`src/hw/awf_defines.svh`:
```
// constants for the write address channel buffer
//
// Overview of operation
// every upstream address field is packed into the stored word
// every downstream address field is taken unchanged from the stored word
// upstream valid/ready handshake writes exactly one entry
// upstream ready is high when an entry can be accepted, low otherwise
// upstream master holds valid and fields stable until ready is seen
// downstream valid/ready handshake removes exactly one entry
// downstream valid high only with valid fields, held stable until ready
// burst length travels as an 8-bit field on both sides
// size, burst, lock, cache, prot, qos, region pass at full width
// AXI3 uses 4-bit length, 2-bit lock, no region; AXI4 8-bit length, 1-bit lock
// almost-full threshold input is sampled while reset is active; the code samples it on the first clock edge after reset release
// almost-full is high while occupancy is at or above the threshold
// ready low when full, valid low when empty, no overwrite or double read
`ifndef AWF_DEFINES_SVH
`define AWF_DEFINES_SVH

// default geometry
`define AWF_DEPTH 16
`define AWF_ID_W 4
`define AWF_ADDR_W 32
`define AWF_USER_W 1
`define AWF_AXI4 1

// control field widths
`define AWF_LEN_W 8
`define AWF_LEN3_W 4
`define AWF_SIZE_W 3
`define AWF_BURST_W 2
`define AWF_LOCK_W 2
`define AWF_LOCK4_W 1
`define AWF_CACHE_W 4
`define AWF_PROT_W 3
`define AWF_QOS_W 4
`define AWF_REGION_W 4

// reset values
`define AWF_THR_RST 12
`define AWF_CNT_RST 0

`endif

```
`src/hw/awf_pkg.sv`:
```
// types of the write address channel buffer
`include "awf_defines.svh"

package awf_pkg;

    // fixed-width control fields of one address beat
    typedef struct packed {
        logic [`AWF_LEN_W-1:0] len;
        logic [`AWF_SIZE_W-1:0] size;
        logic [`AWF_BURST_W-1:0] burst;
        logic [`AWF_LOCK_W-1:0] lock;
        logic [`AWF_CACHE_W-1:0] cache;
        logic [`AWF_PROT_W-1:0] prot;
        logic [`AWF_QOS_W-1:0] qos;
        logic [`AWF_REGION_W-1:0] region;
    } awf_ctrl_t;

    // occupancy of the two-entry output buffer
    typedef enum logic [2:0] {
        AWF_BUF_EMPTY = 3'b001,
        AWF_BUF_ONE = 3'b010,
        AWF_BUF_TWO = 3'b100
    } awf_buf_state_t;

endpackage

```
`src/hw/awf_aw_fifo.sv`:
```
// write address channel fifo with a two-entry output buffer
`timescale 1ns/10ps
`include "awf_defines.svh"

module awf_aw_fifo #(
    parameter int DEPTH = `AWF_DEPTH,
    parameter int ID_W = `AWF_ID_W,
    parameter int ADDR_W = `AWF_ADDR_W,
    parameter int USER_W = `AWF_USER_W,
    parameter int AXI4 = `AWF_AXI4
) (
    input wire logic CLK,
    input wire logic RSTN,
    // upstream slave side
    input wire logic [ID_W-1:0] S_AXI_AWID,
    input wire logic [ADDR_W-1:0] S_AXI_AWADDR,
    input wire logic [`AWF_LEN_W-1:0] S_AXI_AWLEN,
    input wire logic [`AWF_SIZE_W-1:0] S_AXI_AWSIZE,
    input wire logic [`AWF_BURST_W-1:0] S_AXI_AWBURST,
    input wire logic [`AWF_LOCK_W-1:0] S_AXI_AWLOCK,
    input wire logic [`AWF_CACHE_W-1:0] S_AXI_AWCACHE,
    input wire logic [`AWF_PROT_W-1:0] S_AXI_AWPROT,
    input wire logic [`AWF_QOS_W-1:0] S_AXI_AWQOS,
    input wire logic [`AWF_REGION_W-1:0] S_AXI_AWREGION,
    input wire logic [USER_W-1:0] S_AXI_AWUSER,
    input wire logic S_AXI_AWVALID,
    output logic S_AXI_AWREADY,
    // downstream master side
    output logic [ID_W-1:0] M_AXI_AWID,
    output logic [ADDR_W-1:0] M_AXI_AWADDR,
    output logic [`AWF_LEN_W-1:0] M_AXI_AWLEN,
    output logic [`AWF_SIZE_W-1:0] M_AXI_AWSIZE,
    output logic [`AWF_BURST_W-1:0] M_AXI_AWBURST,
    output logic [`AWF_LOCK_W-1:0] M_AXI_AWLOCK,
    output logic [`AWF_CACHE_W-1:0] M_AXI_AWCACHE,
    output logic [`AWF_PROT_W-1:0] M_AXI_AWPROT,
    output logic [`AWF_QOS_W-1:0] M_AXI_AWQOS,
    output logic [`AWF_REGION_W-1:0] M_AXI_AWREGION,
    output logic [USER_W-1:0] M_AXI_AWUSER,
    output logic M_AXI_AWVALID,
    input wire logic M_AXI_AWREADY,
    // sideband
    input wire logic [$clog2(DEPTH)-1:0] AW_ALMOST_FULL_THRESHOLD,
    output logic AW_ALMOST_FULL
);

    localparam int AW = $clog2(DEPTH);
    localparam int CW = $bits(awf_pkg::awf_ctrl_t);
    localparam int WW = ID_W + ADDR_W + CW + USER_W;
    localparam int OW = AW + 2;

    ////////////////////////////////////////////////////////////////////////////
    // elaboration checks

    // pointer wrap relies on a power-of-two depth
    if (DEPTH < 4 || (DEPTH & (DEPTH - 1)) != 0) begin : g_bad_depth
        $error("DEPTH must be a power of two and at least 4");
    end
    if (AXI4 != 0 && AXI4 != 1) begin : g_bad_axi4
        $error("AXI4 must be 0 or 1");
    end
    if (ID_W < 1 || ADDR_W < 1 || USER_W < 1) begin : g_bad_width
        $error("ID_W, ADDR_W and USER_W must be at least 1");
    end

    ////////////////////////////////////////////////////////////////////////////
    // field packing

    awf_pkg::awf_ctrl_t s_ctrl;
    awf_pkg::awf_ctrl_t m_ctrl;
    logic [WW-1:0] s_word;
    logic [WW-1:0] head_word;

    // variant masking: unused upper bits are stored as zero
    always_comb begin
        s_ctrl = '0;
        s_ctrl.size = S_AXI_AWSIZE;
        s_ctrl.burst = S_AXI_AWBURST;
        s_ctrl.cache = S_AXI_AWCACHE;
        s_ctrl.prot = S_AXI_AWPROT;
        s_ctrl.qos = S_AXI_AWQOS;
        if (AXI4 == 1) begin
            s_ctrl.len = S_AXI_AWLEN;
            s_ctrl.lock[`AWF_LOCK4_W-1:0] = S_AXI_AWLOCK[`AWF_LOCK4_W-1:0];
            s_ctrl.region = S_AXI_AWREGION;
        end else begin
            s_ctrl.len[`AWF_LEN3_W-1:0] = S_AXI_AWLEN[`AWF_LEN3_W-1:0];
            s_ctrl.lock = S_AXI_AWLOCK;
        end
    end

    // one stored word per address beat
    assign s_word = {S_AXI_AWID, S_AXI_AWADDR, s_ctrl, S_AXI_AWUSER};

    ////////////////////////////////////////////////////////////////////////////
    // storage fifo

    logic [WW-1:0] mem [DEPTH];
    logic [AW-1:0] wr_ptr_reg;
    logic [AW-1:0] rd_ptr_reg;
    logic [AW:0] fifo_cnt_reg;
    logic [AW:0] fifo_cnt_next;
    logic fifo_full;
    logic fifo_empty;
    logic push;
    logic take;
    logic pop;
    logic buf_room;

    assign fifo_full = (fifo_cnt_reg == (AW + 1)'(DEPTH));
    assign fifo_empty = (fifo_cnt_reg == '0);

    // ready depends only on state, never on valid, so no loop upstream
    assign S_AXI_AWREADY = !fifo_full;
    assign push = S_AXI_AWVALID && !fifo_full;

    // head moves into the output buffer whenever it has room
    assign take = !fifo_empty && buf_room;
    assign head_word = mem[rd_ptr_reg];

    // memory array, no reset needed on data
    always_ff @(posedge CLK) begin
        if (push) begin
            mem[wr_ptr_reg] <= s_word;
        end
    end

    // write pointer
    always_ff @(posedge CLK or negedge RSTN) begin
        if (!RSTN) begin
            wr_ptr_reg <= '0;
        end else if (push) begin
            wr_ptr_reg <= wr_ptr_reg + 1'b1;
        end
    end

    // read pointer
    always_ff @(posedge CLK or negedge RSTN) begin
        if (!RSTN) begin
            rd_ptr_reg <= '0;
        end else if (take) begin
            rd_ptr_reg <= rd_ptr_reg + 1'b1;
        end
    end

    // fill count
    always_comb begin
        fifo_cnt_next = fifo_cnt_reg;
        if (push && !take) begin
            fifo_cnt_next = fifo_cnt_reg + 1'b1;
        end else if (take && !push) begin
            fifo_cnt_next = fifo_cnt_reg - 1'b1;
        end
    end

    always_ff @(posedge CLK or negedge RSTN) begin
        if (!RSTN) begin
            fifo_cnt_reg <= (AW + 1)'(`AWF_CNT_RST);
        end else begin
            fifo_cnt_reg <= fifo_cnt_next;
        end
    end

    ////////////////////////////////////////////////////////////////////////////
    // two-entry output buffer

    awf_pkg::awf_buf_state_t buf_state_reg;
    awf_pkg::awf_buf_state_t buf_state_next;
    logic [WW-1:0] buf0_reg;
    logic [WW-1:0] buf1_reg;
    logic [1:0] buf_cnt;
    logic [1:0] buf_cnt_next;

    // a stall downstream fills this buffer, then the fifo, then upstream
    assign buf_room = (buf_state_reg != awf_pkg::AWF_BUF_TWO);
    assign M_AXI_AWVALID = (buf_state_reg != awf_pkg::AWF_BUF_EMPTY);
    assign pop = M_AXI_AWVALID && M_AXI_AWREADY;

    // occupancy state
    always_comb begin
        buf_state_next = buf_state_reg;
        unique case (buf_state_reg)
            awf_pkg::AWF_BUF_EMPTY: begin
                if (take) begin
                    buf_state_next = awf_pkg::AWF_BUF_ONE;
                end
            end
            awf_pkg::AWF_BUF_ONE: begin
                if (take && !pop) begin
                    buf_state_next = awf_pkg::AWF_BUF_TWO;
                end else if (pop && !take) begin
                    buf_state_next = awf_pkg::AWF_BUF_EMPTY;
                end
            end
            awf_pkg::AWF_BUF_TWO: begin
                if (pop) begin
                    buf_state_next = awf_pkg::AWF_BUF_ONE;
                end
            end
            default: begin
                buf_state_next = awf_pkg::AWF_BUF_EMPTY;
            end
        endcase
    end

    always_ff @(posedge CLK or negedge RSTN) begin
        if (!RSTN) begin
            buf_state_reg <= awf_pkg::AWF_BUF_EMPTY;
        end else begin
            buf_state_reg <= buf_state_next;
        end
    end

    // head entry: changes only on a handshake or when loading while empty
    always_ff @(posedge CLK or negedge RSTN) begin
        if (!RSTN) begin
            buf0_reg <= '0;
        end else begin
            unique case (buf_state_reg)
                awf_pkg::AWF_BUF_EMPTY: begin
                    if (take) begin
                        buf0_reg <= head_word;
                    end
                end
                awf_pkg::AWF_BUF_ONE: begin
                    if (pop && take) begin
                        buf0_reg <= head_word;
                    end
                end
                awf_pkg::AWF_BUF_TWO: begin
                    if (pop) begin
                        buf0_reg <= buf1_reg;
                    end
                end
                default: begin
                    buf0_reg <= buf0_reg;
                end
            endcase
        end
    end

    // second entry: catches the word that arrives while the head stalls
    always_ff @(posedge CLK or negedge RSTN) begin
        if (!RSTN) begin
            buf1_reg <= '0;
        end else if (buf_state_reg == awf_pkg::AWF_BUF_ONE && take && !pop) begin
            buf1_reg <= head_word;
        end
    end

    ////////////////////////////////////////////////////////////////////////////
    // field unpacking

    assign m_ctrl = buf0_reg[USER_W +: CW];
    assign M_AXI_AWUSER = buf0_reg[USER_W-1:0];
    assign M_AXI_AWADDR = buf0_reg[USER_W + CW +: ADDR_W];
    assign M_AXI_AWID = buf0_reg[USER_W + CW + ADDR_W +: ID_W];
    assign M_AXI_AWLEN = m_ctrl.len;
    assign M_AXI_AWSIZE = m_ctrl.size;
    assign M_AXI_AWBURST = m_ctrl.burst;
    assign M_AXI_AWLOCK = m_ctrl.lock;
    assign M_AXI_AWCACHE = m_ctrl.cache;
    assign M_AXI_AWPROT = m_ctrl.prot;
    assign M_AXI_AWQOS = m_ctrl.qos;
    assign M_AXI_AWREGION = m_ctrl.region;

    ////////////////////////////////////////////////////////////////////////////
    // almost-full threshold and flag

    logic [AW-1:0] thr_reg;
    logic thr_loaded_reg;
    logic [OW-1:0] occ_next;

    // threshold latched on the first edge after release; async reset
    // cannot load a port value, so the flag arms a clocked capture
    always_ff @(posedge CLK or negedge RSTN) begin
        if (!RSTN) begin
            thr_loaded_reg <= 1'b0;
        end else begin
            thr_loaded_reg <= 1'b1;
        end
    end

    always_ff @(posedge CLK or negedge RSTN) begin
        if (!RSTN) begin
            thr_reg <= AW'(`AWF_THR_RST);
        end else if (!thr_loaded_reg) begin
            thr_reg <= AW_ALMOST_FULL_THRESHOLD;
        end
    end

    // occupancy counts both the fifo and the output buffer
    always_comb begin
        unique case (buf_state_next)
            awf_pkg::AWF_BUF_EMPTY: buf_cnt_next = 2'h0;
            awf_pkg::AWF_BUF_ONE: buf_cnt_next = 2'h1;
            awf_pkg::AWF_BUF_TWO: buf_cnt_next = 2'h2;
            default: buf_cnt_next = 2'h0;
        endcase
        buf_cnt = buf_cnt_next;
        occ_next = OW'(fifo_cnt_next) + OW'(buf_cnt);
    end

    // flag is registered from next occupancy so it tracks the same edge;
    // on the capture edge the flag compares against the port value being latched, not the old thr_reg
    always_ff @(posedge CLK or negedge RSTN) begin
        if (!RSTN) begin
            AW_ALMOST_FULL <= 1'b0;
        end else if (!thr_loaded_reg) begin
            AW_ALMOST_FULL <= (occ_next >= OW'(AW_ALMOST_FULL_THRESHOLD));
        end else begin
            AW_ALMOST_FULL <= (occ_next >= OW'(thr_reg));
        end
    end

endmodule

```
`config.mk`:
```
export PLATFORM = sky130hd
export DESIGN_NAME = awf_aw_fifo
export DESIGN_NICKNAME = d
export VERILOG_FILES = /design/src/hw/awf_pkg.sv /design/src/hw/awf_aw_fifo.sv
export VERILOG_INCLUDE_DIRS = /design/src /design/src/hw
export SDC_FILE = /design/constraint.sdc
export NUM_CORES = 1
export LEC_CHECK = 0
export BUFFER_PORTS_ARGS = -buffer_cell sky130_fd_sc_hd__buf_2
export CORE_MARGIN = 2
export CORE_UTILIZATION = 35
export DETAILED_ROUTE_END_ITERATION = 6
export GPL_TIMING_DRIVEN = 0
export MAX_ROUTING_LAYER = met4
export SETUP_SLACK_MARGIN = 0.2
export SYNTH_ARGS = -nofsm -noshare
export SYNTH_HDL_FRONTEND = slang
export SYNTH_SLANG_ARGS = --single-unit
```
`constraint.sdc`:
```
create_clock -name CLK -period 7.49 [get_ports CLK]
set_input_delay 1.498 -clock CLK [delete_from_list [all_inputs] [get_ports CLK]]
set_output_delay 1.498 -clock CLK [all_outputs]
set_load 0.05 [all_outputs]
```
### Yosys cells after proc, flatten, opt, wreduce, memory -nomap -nowiden

Memory sizes are Yosys's and may differ from the RTL's.
Cells that the tools add are included.

| operators by class | value |
|---|---|
| magnitude comparators | 2 |
| reduce and logical (&&, ||, !) cells | 18 |
| $add $sub $neg | 5 |
| equal/unequal tests | 11 |
| multiplexer cells | 15 |

Operators with widths:

| cell | number |
|---|---|
| $mux W67 | 3 |
| $pmux W67 S3 | 1 |
| $ge A6 B4 Y1 | 2 |
| $mux W3 | 4 |
| $logic_and A1 B1 Y1 | 10 |
| $mux W5 | 2 |
| $pmux W3 S3 | 1 |
| $add A4 B1 Y4 const B | 2 |
| $add A5 B2 Y6 | 1 |
| $eq A3 B2 Y1 const B | 2 |
| $eq A3 B3 Y1 const B | 2 |
| $ne A2 B2 Y1 const B | 3 |
| $add A5 B1 Y5 const B | 1 |
| $eq A5 B5 Y1 const B | 1 |
| $logic_not A1 Y1 | 5 |
| $logic_not A5 Y1 | 1 |
| $sub A5 B1 Y5 const B | 1 |
| $pmux W2 S2 | 1 |
| $reduce_and A4 Y1 | 1 |
| $eq A3 B1 Y1 const B | 1 |
| $mux W1 | 3 |
| $ne A3 B1 Y1 const B | 1 |
| $ne A3 B3 Y1 const B | 1 |
| $reduce_bool A3 Y1 | 1 |

| word-level totals | value |
|---|---|
| memories | 1 |
| register bits | 156 |
| RAM bits | 1,056 |
| logic and storage cells | 61 |
| input bits | 75 |

Memories:

| name | depth | bits a word | rd ports | clocked after memory_dff | write ports | RTL line | text |
|---|---|---|---|---|---|---|---|
| mem | 16 | 66 | 1 | 0 | 1 | awf_aw_fifo.sv:98 | `logic [WW-1:0] mem [DEPTH];` |

### Longest topological paths before layout

Gate-level depths: netlist (run 1).

| logic depth | value |
|---|---|
| depth after elaboration | 13 |
| depth in mapped cells | 18 |
| mapped depth without buffers | 18 |

### Least setup slack after synthesis (run 1)

No wires, ideal clock.

| path | value |
|---|---|
| path type | input port to flip-flop |
| from | in S_AXI_AWVALID |
| to | mem mem[3][0] in the netlist's numbering, enable pin |
| buffers on the path | 0 |
| setup slack | 0.295 ns |
| cell stages on the path | 4 |
| arrival time | 6.625 ns |
| path through | inv_1 nor2_1 nand2_1 nor3_1 |

| between the ends | value |
|---|---|
| word-level cells in the longest chain between the ends | 3 |

RTL lines:

| item | RTL line | text |
|---|---|---|
| start, declared | awf_aw_fifo.sv:26 | `input wire logic S_AXI_AWVALID,` |
| $logic_and A1 B1 Y1 | awf_aw_fifo.sv:115 | `assign push = S_AXI_AWVALID && !fifo_full;` |
| $mux W1 | awf_aw_fifo.sv:123 | `if (push) begin` |
| $mux W1 (not written as such) | awf_aw_fifo.sv:124 | `mem[wr_ptr_reg] <= s_word;` |
| end, declared | awf_aw_fifo.sv:98 |  |

No other way between the ends.

### Worst setup path after layout (run 1)

| path | value |
|---|---|
| from | reg fifo_cnt_reg[1] |
| to | reg AW_ALMOST_FULL |

| between the ends | value |
|---|---|
| word-level cells in the longest chain between the ends | 13 |
| elaborated cells between the ends (all ways) | 27 |

RTL lines:

| item | RTL line | text |
|---|---|---|
| start, declared | awf_aw_fifo.sv:101 | `logic [AW:0] fifo_cnt_reg;` |
| start signal, assigned | awf_aw_fifo.sv:158 | `` fifo_cnt_reg <= (AW + 1)'(`AWF_CNT_RST); `` |
| start signal, assigned | awf_aw_fifo.sv:160 | `fifo_cnt_reg <= fifo_cnt_next;` |
| $logic_not A5 Y1 | awf_aw_fifo.sv:111 | `assign fifo_empty = (fifo_cnt_reg == '0);` |
| $logic_not A1 Y1 | awf_aw_fifo.sv:118 | `assign take = !fifo_empty && buf_room;` |
| $logic_and A1 B1 Y1 | awf_aw_fifo.sv:118 |  |
| $logic_not A1 Y1 | awf_aw_fifo.sv:149, awf_aw_fifo.sv:191 |  |
| $logic_and A1 B1 Y1 | awf_aw_fifo.sv:191 | `end else if (pop && !take) begin` |
| $mux W3 | awf_aw_fifo.sv:191 |  |
| $mux W3 | awf_aw_fifo.sv:189 | `if (take && !pop) begin` |
| $pmux W3 S3 | awf_aw_fifo.sv:182 | `unique case (buf_state_reg)` |
| $eq A3 B3 Y1 / $eq A3 B2 Y1 (equally long branches) | awf_aw_fifo.sv:294 | `unique case (buf_state_next)` |
| $pmux W2 S2 | awf_aw_fifo.sv:294 |  |
| $add A5 B2 Y6 * | awf_aw_fifo.sv:301 | `occ_next = OW'(fifo_cnt_next) + OW'(buf_cnt);` |
| $ge A6 B4 Y1 (on tied branches) | awf_aw_fifo.sv:310, awf_aw_fifo.sv:312 |  |
| $mux W1 * | awf_aw_fifo.sv:309 | `end else if (!thr_loaded_reg) begin` |
| end signal, assigned | awf_aw_fifo.sv:310 | `AW_ALMOST_FULL <= (occ_next >= OW'(AW_ALMOST_FULL_THRESHOLD));` |
| end signal, assigned | awf_aw_fifo.sv:312 | `AW_ALMOST_FULL <= (occ_next >= OW'(thr_reg));` |
| end, declared | awf_aw_fifo.sv:44 | `output logic AW_ALMOST_FULL` |

Every way passes the cells marked *; elsewhere a longest branch is shown, timed or not.
A chain may end at the register's enable or synchronous reset.

==> impl_metrics.csv, run 1 <==
group,metric,value,unit
logic_synthesis,yosysMostFrequentCell,"edfxtp_1",
worst_setup_path,cp.arrival,6.08,ns
logic_synthesis,synth_common_cells,"edfxtp_1 (1056), mux4_2 (330), dfrtp_1 (151)",
timing,rsz0062_at_grt,"false",
worst_setup_path,crit_required,8.07,ns
clocking,cts_resized,0,
placed_design,place_hpwl,78400,µm
final_layout,nets,2585,
job,drv_cap,0,
timing,clock_skew,0.0279,ns
worst_setup_path,r2r_cells,18,
die,start_util,35.1,%
clocking,clock-sinks,1210,
logic_synthesis,synth_flop_cell,"edfxtp_1",
die,die_h,369,µm
timing,finalSetupViolCount,0,
logic_synthesis,ys_async_sr_fraction,12.7,%
logic_synthesis,syn_inst,2147,
clocking,cts_max_path_buffers,3,
die,dieArea,0.136,mm²
clocking,cts_tree,"yes",
worst_setup_path,worstPathMaxFanout,10,
worst_hold_path,hold_class,"reg -> reg",
clocking,cts_setup_buffers,0,
clocking,cts_hold_buf,0,
drt,via_count,23000,
drt,routedWlPerCell,27.1,µm
logic_synthesis,synth_nets,2241,
final_layout,fin_area,0.0552,mm²
drt,drc,0,
global_routing,grt-ovfl-total,0,
logic_synthesis,yosysSeqAreaShare,76.2,%
timing,fin_crit,5.50,ns
final_layout,fillCellCount,11400,
logic_synthesis,synth_top_area_cell,"edfxtp_1",
timing,period_share,73.4,%
worst_setup_path,path_class,"reg -> reg",
placed_design,post_dp_cell_area,0.0513,mm²
final_layout,syn_to_final_growth,18.3,%
drt,drt_first_pass_iters,6,
logic_synthesis,synth_seq_cells,1210,
drt,ant_nets,0,
drt,first_iter_violations,2481,
logic_synthesis,synth_area,0.0467,mm²
worst_setup_path,critPathLaunchType,"register",
worst_hold_path,hp-start,"thr_reg[3]",
worst_hold_path,min_path_cells,2,
timing,finalMaxSlewViolations,0,
clocking,cts_buffers,115,
global_routing,grt_util_all_layers,17.9,%
clocking,clk_pin_slew_worst_paths,0.06,ns
drt,wirelength,118000,µm
die,row_count,134,
power_and_ir_drop,leakagePower,18.3,nW
die,ios,145,
logic_synthesis,ys_warn_count,0,
timing,tightestPinTransition,1.23,ns
clocking,cts-htree-levels,3,
logic_synthesis,yosysTopAreaCellShare,67.9,%
die,core,0.133,mm²
logic_synthesis,avgSynthCellArea,21.7,µm²
worst_hold_path,whs_endpoint,"thr_reg[3]",
logic_synthesis,ys_top_cells_by_area,"edfxtp_1 (68%), mux4_2 (16%), dfrtp_1 (8.1%)",
worst_setup_path,reg2reg_slack,1.99,ns
placed_design,io_buffers,142,
worst_setup_path,r2r-end,"AW_ALMOST_FULL",
clocking,clock_latency,0.72,ns
timing,timing.final.hold_violations,0,
timing,final.setup.tns,0,ns
clocking,ctsRootBufferMaster,"clkbuf_16",
logic_synthesis,synth.distinct_cells,55,
drt,vias_per_cell,5.27,
global_routing,antenna_found_initial,22,
worst_setup_path,cp-end-kind,"register",
power_and_ir_drop,p_per_area,407,mW/mm²
global_routing,grt_max_degree,88,
timing,fmax,0.182,GHz
global_routing,grt_pass1_vias,23800,
die,die_w,369,µm
final_layout,largest_reg_flops,1056,
final_layout,utilization,41.6,%
worst_setup_path,rr_startpoint,"fifo_cnt_reg[1]",
power_and_ir_drop,peakVddDrop,237,µV
timing,maxSlewHeadroom,18.2,%
placed_design,routabilityCongestion,0.739,
logic_synthesis,synth_edf_count,1056,
global_routing,grt_pass1_wl,170000,µm
outcome,status,"finished, final reports clean",
final_layout,drive_gt1_share,33.8,%
-- cells by family after synthesis --
| family | share of synthesized area, % |
|---|---|
| xor+xnor | 0.206 |
| compound gates | 2.02 |
| fa+ha+maj | 0.525 |
| flops | 76.2 |
| simple gates | 1.83 |
| mux | 17.6 |
| other cells | 0.0161 |
| buf+inv | 1.63 |
-- power breakdown --
part	internal, mW	leakage [nW]	switching (mW)
registers	8.35	11.3	0.380
logic	3.24	5.03	4.46
clock network	3.56	1.92	2.50
total	15.2	18.3	7.34
-- metrics by stage --
stage / cells / hold slack [ns] / total power [mW] / worst slack [ns]
2_1_floorplan: 2147 / 0.450 / 14.0 / 0.295
3_3_place_gp: 4057 / 0.476 / 16.4 / -6.47
3_5_place_dp: 4142 / 0.483 / 16.7 / 1.61
4_1_cts: 4358 / 0.492 / 22.7 / 1.99
5_1_grt: 4367 / 0.515 / 23.5 / 1.71
6_report: 4370 / 0.489 / 22.5 / 1.99
-- area by class of cell --
cell class | count | area, µm² | area share, %
Multi-Input combinational cell | 802 | 10500 | 19.0
Clock inverter | 66 | 836 | 1.51
Clock buffer | 150 | 3090 | 5.59
Tap cell | 1768 | 2210 | 4.00
Buffer | 119 | 702 | 1.27
Timing Repair Buffer | 227 | 2280 | 4.12
Antenna cell | 12 | 30.0 | 0.0544
Inverter | 16 | 60.1 | 0.109
Sequential cell | 1210 | 35600 | 64.4
-- worst max-delay path by stage --
stage                               start        endpoint  slack, ns  cells after the start
final                     fifo_cnt_reg[1]  AW_ALMOST_FULL       1.99                     18
after global placement      S_AXI_AWVALID      mem[3][38]      -6.47                      5
after global routing      fifo_cnt_reg[1]  AW_ALMOST_FULL       1.71                     18
after detailed placement    M_AXI_AWREADY  AW_ALMOST_FULL       1.61                     16
after CTS                 fifo_cnt_reg[0]  AW_ALMOST_FULL       1.99                     18
after floorplan             S_AXI_AWVALID       mem[3][0]       0.29                      4
-- routing by layer --
metal / GRT usage [%] / vias to the layer above / share of wire, %
li1: - / 9553 / -
met1: 23.1 / 12400 / 40
met2: 28.9 / 882 / 50
met3: 3.80 / 189 / 7.7
met4: 4.75 / 0 / 2.3
met5: - / - / 0
-- worst max-delay path, stage by stage (launching register included) --
cell and delay, ns:
dfrtp_1 0.46, inv_1 0.12, ha_1 0.21, nor4b_4 0.48, or4_1 0.20, clkbuf_1 0.57
buf_4 0.36, buf_2 0.35, o21ai_0 0.27, ha_1 0.35, a21oi_1 0.26, nor2b_1 0.08
mux2_1 0.31, xor2_1 0.24, ha_1 0.29, o21ai_0 0.08, o21ai_0 0.14, a2111oi_0 0.43
mux2i_1 0.15
-- layout by cell type (no fill, tap or decap), types with 4 or more instances in the layout --
cell,n
clkbuf_8,8
edfxtp_1,1056
inv_6,4
clkinvlp_4,4
buf_1,17
mux4_2,330
nand2b_1,5
ha_1,18
nor2b_1,4
clkbuf_16,115
nor2_4,12
diode_2,12
clkinv_1,14
clkinv_2,23
clkbuf_1,79
nand2_1,79
a21oi_1,135
inv_1,15
nor2_1,77
mux2_2,68
buf_16,19
xnor2_1,8
a211oi_1,4
buf_4,8
buf_8,14
buf_12,28
nor3_2,4
buf_6,52
buf_2,156
o21ai_0,12
bufinv_16,19
dfrtp_1,151
Note: power is estimated with default switching activity, not from simulation.
==> run 2: changes to the inputs <==
--- a/config.mk
+++ b/config.mk
@@ -6,6 +6,7 @@
 export SDC_FILE = /design/constraint.sdc
 export NUM_CORES = 1
 export LEC_CHECK = 0
+export ABC_AREA = 1
 export BUFFER_PORTS_ARGS = -buffer_cell sky130_fd_sc_hd__buf_2
 export CORE_MARGIN = 2
 export CORE_UTILIZATION = 35
==> constraint.sdc (replaced) <==
create_clock -name CLK -period 5.4 [get_ports CLK]
set_input_delay 1.08 -clock CLK [delete_from_list [all_inputs] [get_ports CLK]]
set_output_delay 1.08 -clock CLK [all_outputs]
set_load 0.05 [all_outputs]
==> run 2 against run 1 <==
Synthesized cell count grew 71%. Sequential cell count stayed put. Die area is 2.6% higher. Cell count up 35%. Maximum frequency rose by 40%. Sequential power up 37%. Sequential share of layout area decreased by 1.1 points. Clock skew up 0.0045 ns. Power up 55%. Critical endpoint unchanged. Largest power group is now combinational cells.
==> impl_metrics.csv, run 2 <==
group,metric,value,unit
outcome,status,"finished, final reports clean",
clocking,cts_setup_buffers,0,
final_layout,nets,4097,
logic_synthesis,synth_flop_cell,"edfxtp_1",
final_layout,multi_input_area,0.0111,mm²
final_layout,largest_reg_flops,1056,
timing,tightestPinTransition,1.39,ns
worst_setup_path,critical-path-max-stage-delay,0.71,ns
timing,timing.final.hold_violations,0,
drt,first_iter_violations,4999,
global_routing,grt_pass1_vias,31700,
clocking,clock_latency,0.75,ns
timing,period_share,72.6,%
logic_synthesis,synth_seq_cells,1210,
clocking,cts_resized,0,
timing,fmax,0.255,GHz
power_and_ir_drop,swShare,42.4,%
power_and_ir_drop,peakVddDrop,508,µV
final_layout,drive_gt1_share,13.2,%
placed_design,dpl_worst_slack,1.48,ns
final_layout,regArea,0.0356,mm²
worst_setup_path,path_buf_inv,4,
logic_synthesis,synth_common_cells,"edfxtp_1 (1056), nor2_1 (778), o21ai_0 (537)",
die,ios,145,
final_layout,syn_to_final_growth,17.3,%
drt,vias_per_cell,5.68,
worst_setup_path,critPathLaunch,"buf_state_reg[1]",
timing,clock_skew,0.0324,ns
logic_synthesis,synth_area,0.0479,mm²
logic_synthesis,yosysSeqAreaShare,74.2,%
worst_setup_path,path_class,"reg -> reg",
placed_design,routabilityCongestion,0.831,
drt,via_count,33500,
drt,wirelength,165000,µm
logic_synthesis,avgSynthCellArea,13.0,µm²
worst_setup_path,crit_chain,"inv_2, nand3_2, inv_1, buf_2, nand2_1, nand3_1, nor2_1, fa_1, xnor2_1, inv_1, ha_1, o21a_1, o21ai_0, nand2_1, o21ai_0, nand3_1",
power_and_ir_drop,internal_power,20.1,mW
final_layout,mostFrequentLayoutCells,"edfxtp_1 (1056), nor2_1 (762), o21ai_0 (537)",
global_routing,grt-ovfl-total,0,
die,die_w,374,µm
clocking,clk_pin_slew_worst_paths,0.06,ns
drt,drc,0,
worst_setup_path,cp.arrival,4.53,ns
worst_hold_path,hold_class,"in -> async",
timing,finalSetupViolCount,0,
worst_setup_path,cp-end-kind,"register",
power_and_ir_drop,leakagePower,18.8,nW
power_and_ir_drop,switchingPower,14.8,mW
logic_synthesis,synth_nets,3770,
die,start_util,35.3,%
clocking,clock-sinks,1210,
logic_synthesis,ys_async_sr_fraction,12.7,%
final_layout,utilization,41.4,%
logic_synthesis,synth_edf_count,1056,
logic_synthesis,ys_top_cells_by_area,"edfxtp_1 (66%), dfrtp_1 (7.9%), nor2_1 (6.1%)",
worst_setup_path,critPathLaunchType,"register",
logic_synthesis,yosysMostFrequentCell,"edfxtp_1",
power_and_ir_drop,p_comb_share,40.8,%
timing,hold_ws,0.328,ns
worst_setup_path,reg2reg_slack,1.48,ns
final_layout,layout_commonest_cell,"edfxtp_1",
power_and_ir_drop,seq_power_share,34.4,%
clocking,cts-htree-levels,4,
global_routing,grt_max_degree,80,
worst_setup_path,crit_required,6.01,ns
logic_synthesis,synth_top_area_cell,"edfxtp_1",
final_layout,fin_cells,5902,
drt,routedWlPerCell,28.0,µm
logic_synthesis,synth.distinct_cells,42,
placed_design,place_hpwl,112000,µm
worst_setup_path,r2r-end,"AW_ALMOST_FULL",
global_routing,grt_util_all_layers,23.9,%
placed_design,io_buffers,142,
worst_setup_path,rr_startpoint,"buf_state_reg[1]",
worst_setup_path,cp_slowest_cell,"buf_2",
worst_setup_path,crit_cells,16,
power_and_ir_drop,total_power,34.9,mW
clocking,cts_hold_buf,0,
logic_synthesis,ys_warn_count,0,
worst_setup_path,crit_family,"buffers and inverters",
timing,fin_crit,3.92,ns
power_and_ir_drop,pwr-share-clk,24.7,%
global_routing,grt_pass1_wl,233000,µm
worst_setup_path,worstPathMaxFanout,12,
global_routing,antenna_found_initial,19,
die,dieArea,0.140,mm²
timing,rsz0062_at_grt,"false",
logic_synthesis,yosysTopAreaCellShare,66.2,%
power_and_ir_drop,p_per_area,620,mW/mm²
placed_design,place_inst,5651,
clocking,cts_tree,"yes",
die,row_count,135,
job,drv_cap,0,
timing,fin_ws,1.48,ns
clocking,cts_buffers,131,
drt,drt_first_pass_iters,6,
clocking,ctsRootBufferMaster,"clkbuf_16",
die,die_h,374,µm
clocking,cts_max_path_buffers,3,
drt,ant_nets,0,
logic_synthesis,syn_inst,3676,
worst_setup_path,r2r_cells,16,
timing,finalMaxSlewViolations,0,
final_layout,fillCellCount,12500,
timing,maxSlewHeadroom,7.40,%
die,core,0.136,mm²
-- run 2: changes by cell type in the layout (fill, tap and decap cells not counted), sizes merged, moves of 24 or more --
cell,previous run,this run
a31oi,0,66
clkbuf,202,320
nor2,89,781
inv,20,44
nand2,79,178
mux4,330,0
o211ai,3,139
mux2,69,1
o21ai,12,539
nand3,2,106
o221ai,0,125
o22ai,0,45
-- run 2: worst max path at each step --
| stage | slack, ns | endpoint |
|---|---|---|
| 6_report | 1.48 | AW_ALMOST_FULL |
| 5_1_grt | 1.27 | AW_ALMOST_FULL |
| 4_1_cts | 1.53 | AW_ALMOST_FULL |
| 3_5_place_dp | 1.48 | AW_ALMOST_FULL |
| 3_3_place_gp | -3.66 | mem[4][52] |
| 2_1_floorplan | 0.48 | mem[11][0] |
-- run 2: logic make-up after synthesis --
group,Yosys count,synth area share [%]
flip-flops,1210,74.2
AND/OR/NAND/NOR,1073,8.84
AO/OA/AOI/OAI,1057,13.3
buffers and inverters,303,2.95
adder cells (fa/ha/maj),19,0.512
XOR/XNOR,11,0.201
other,2,0.0157
multiplexers,1,0.0235
-- run 2: power by group through the flow --
stage | clock (mW) | combinational (mW) | sequential (mW)
4_1_cts | 8.68 | 14.0 | 12.0
2_1_floorplan | 0 | 7.34 | 13.0
5_1_grt | 9.02 | 15.2 | 12.1
3_3_place_gp | 0 | 13.5 | 12.4
6_report | 8.63 | 14.2 | 12.0
3_5_place_dp | 0 | 14.0 | 12.2
-- run 2: final cells by class --
cell class	count	share of cell area, %
flip-flops and latches	1210	63.3
multi-input cells	2163	19.7
clock buffers	177	6.45
well taps	1781	3.96
repair buffers	194	3.24
plain buffers	265	2.26
clock inverters	58	0.799
inverters	38	0.256
diodes	16	0.0712
-- run 2: metrics by stage --
step            TNS, ns  cell area [µm²]
6_report              0            56200
5_1_grt               0            56200
4_1_cts               0            56200
3_5_place_dp          0            52100
3_3_place_gp   -3636.72            50900
2_1_floorplan         0            47900
-- run 2: layer usage --
| layer | part of all wire [%] | vias up | track usage, % |
|---|---|---|---|
| li1 | - | 14400 | - |
| met5 | 0 | - | - |
| met1 | 39 | 16800 | 31.4 |
| met4 | 3.5 | 0 | 9.01 |
| met2 | 46 | 2026 | 36.5 |
| met3 | 11 | 321 | 5.02 |
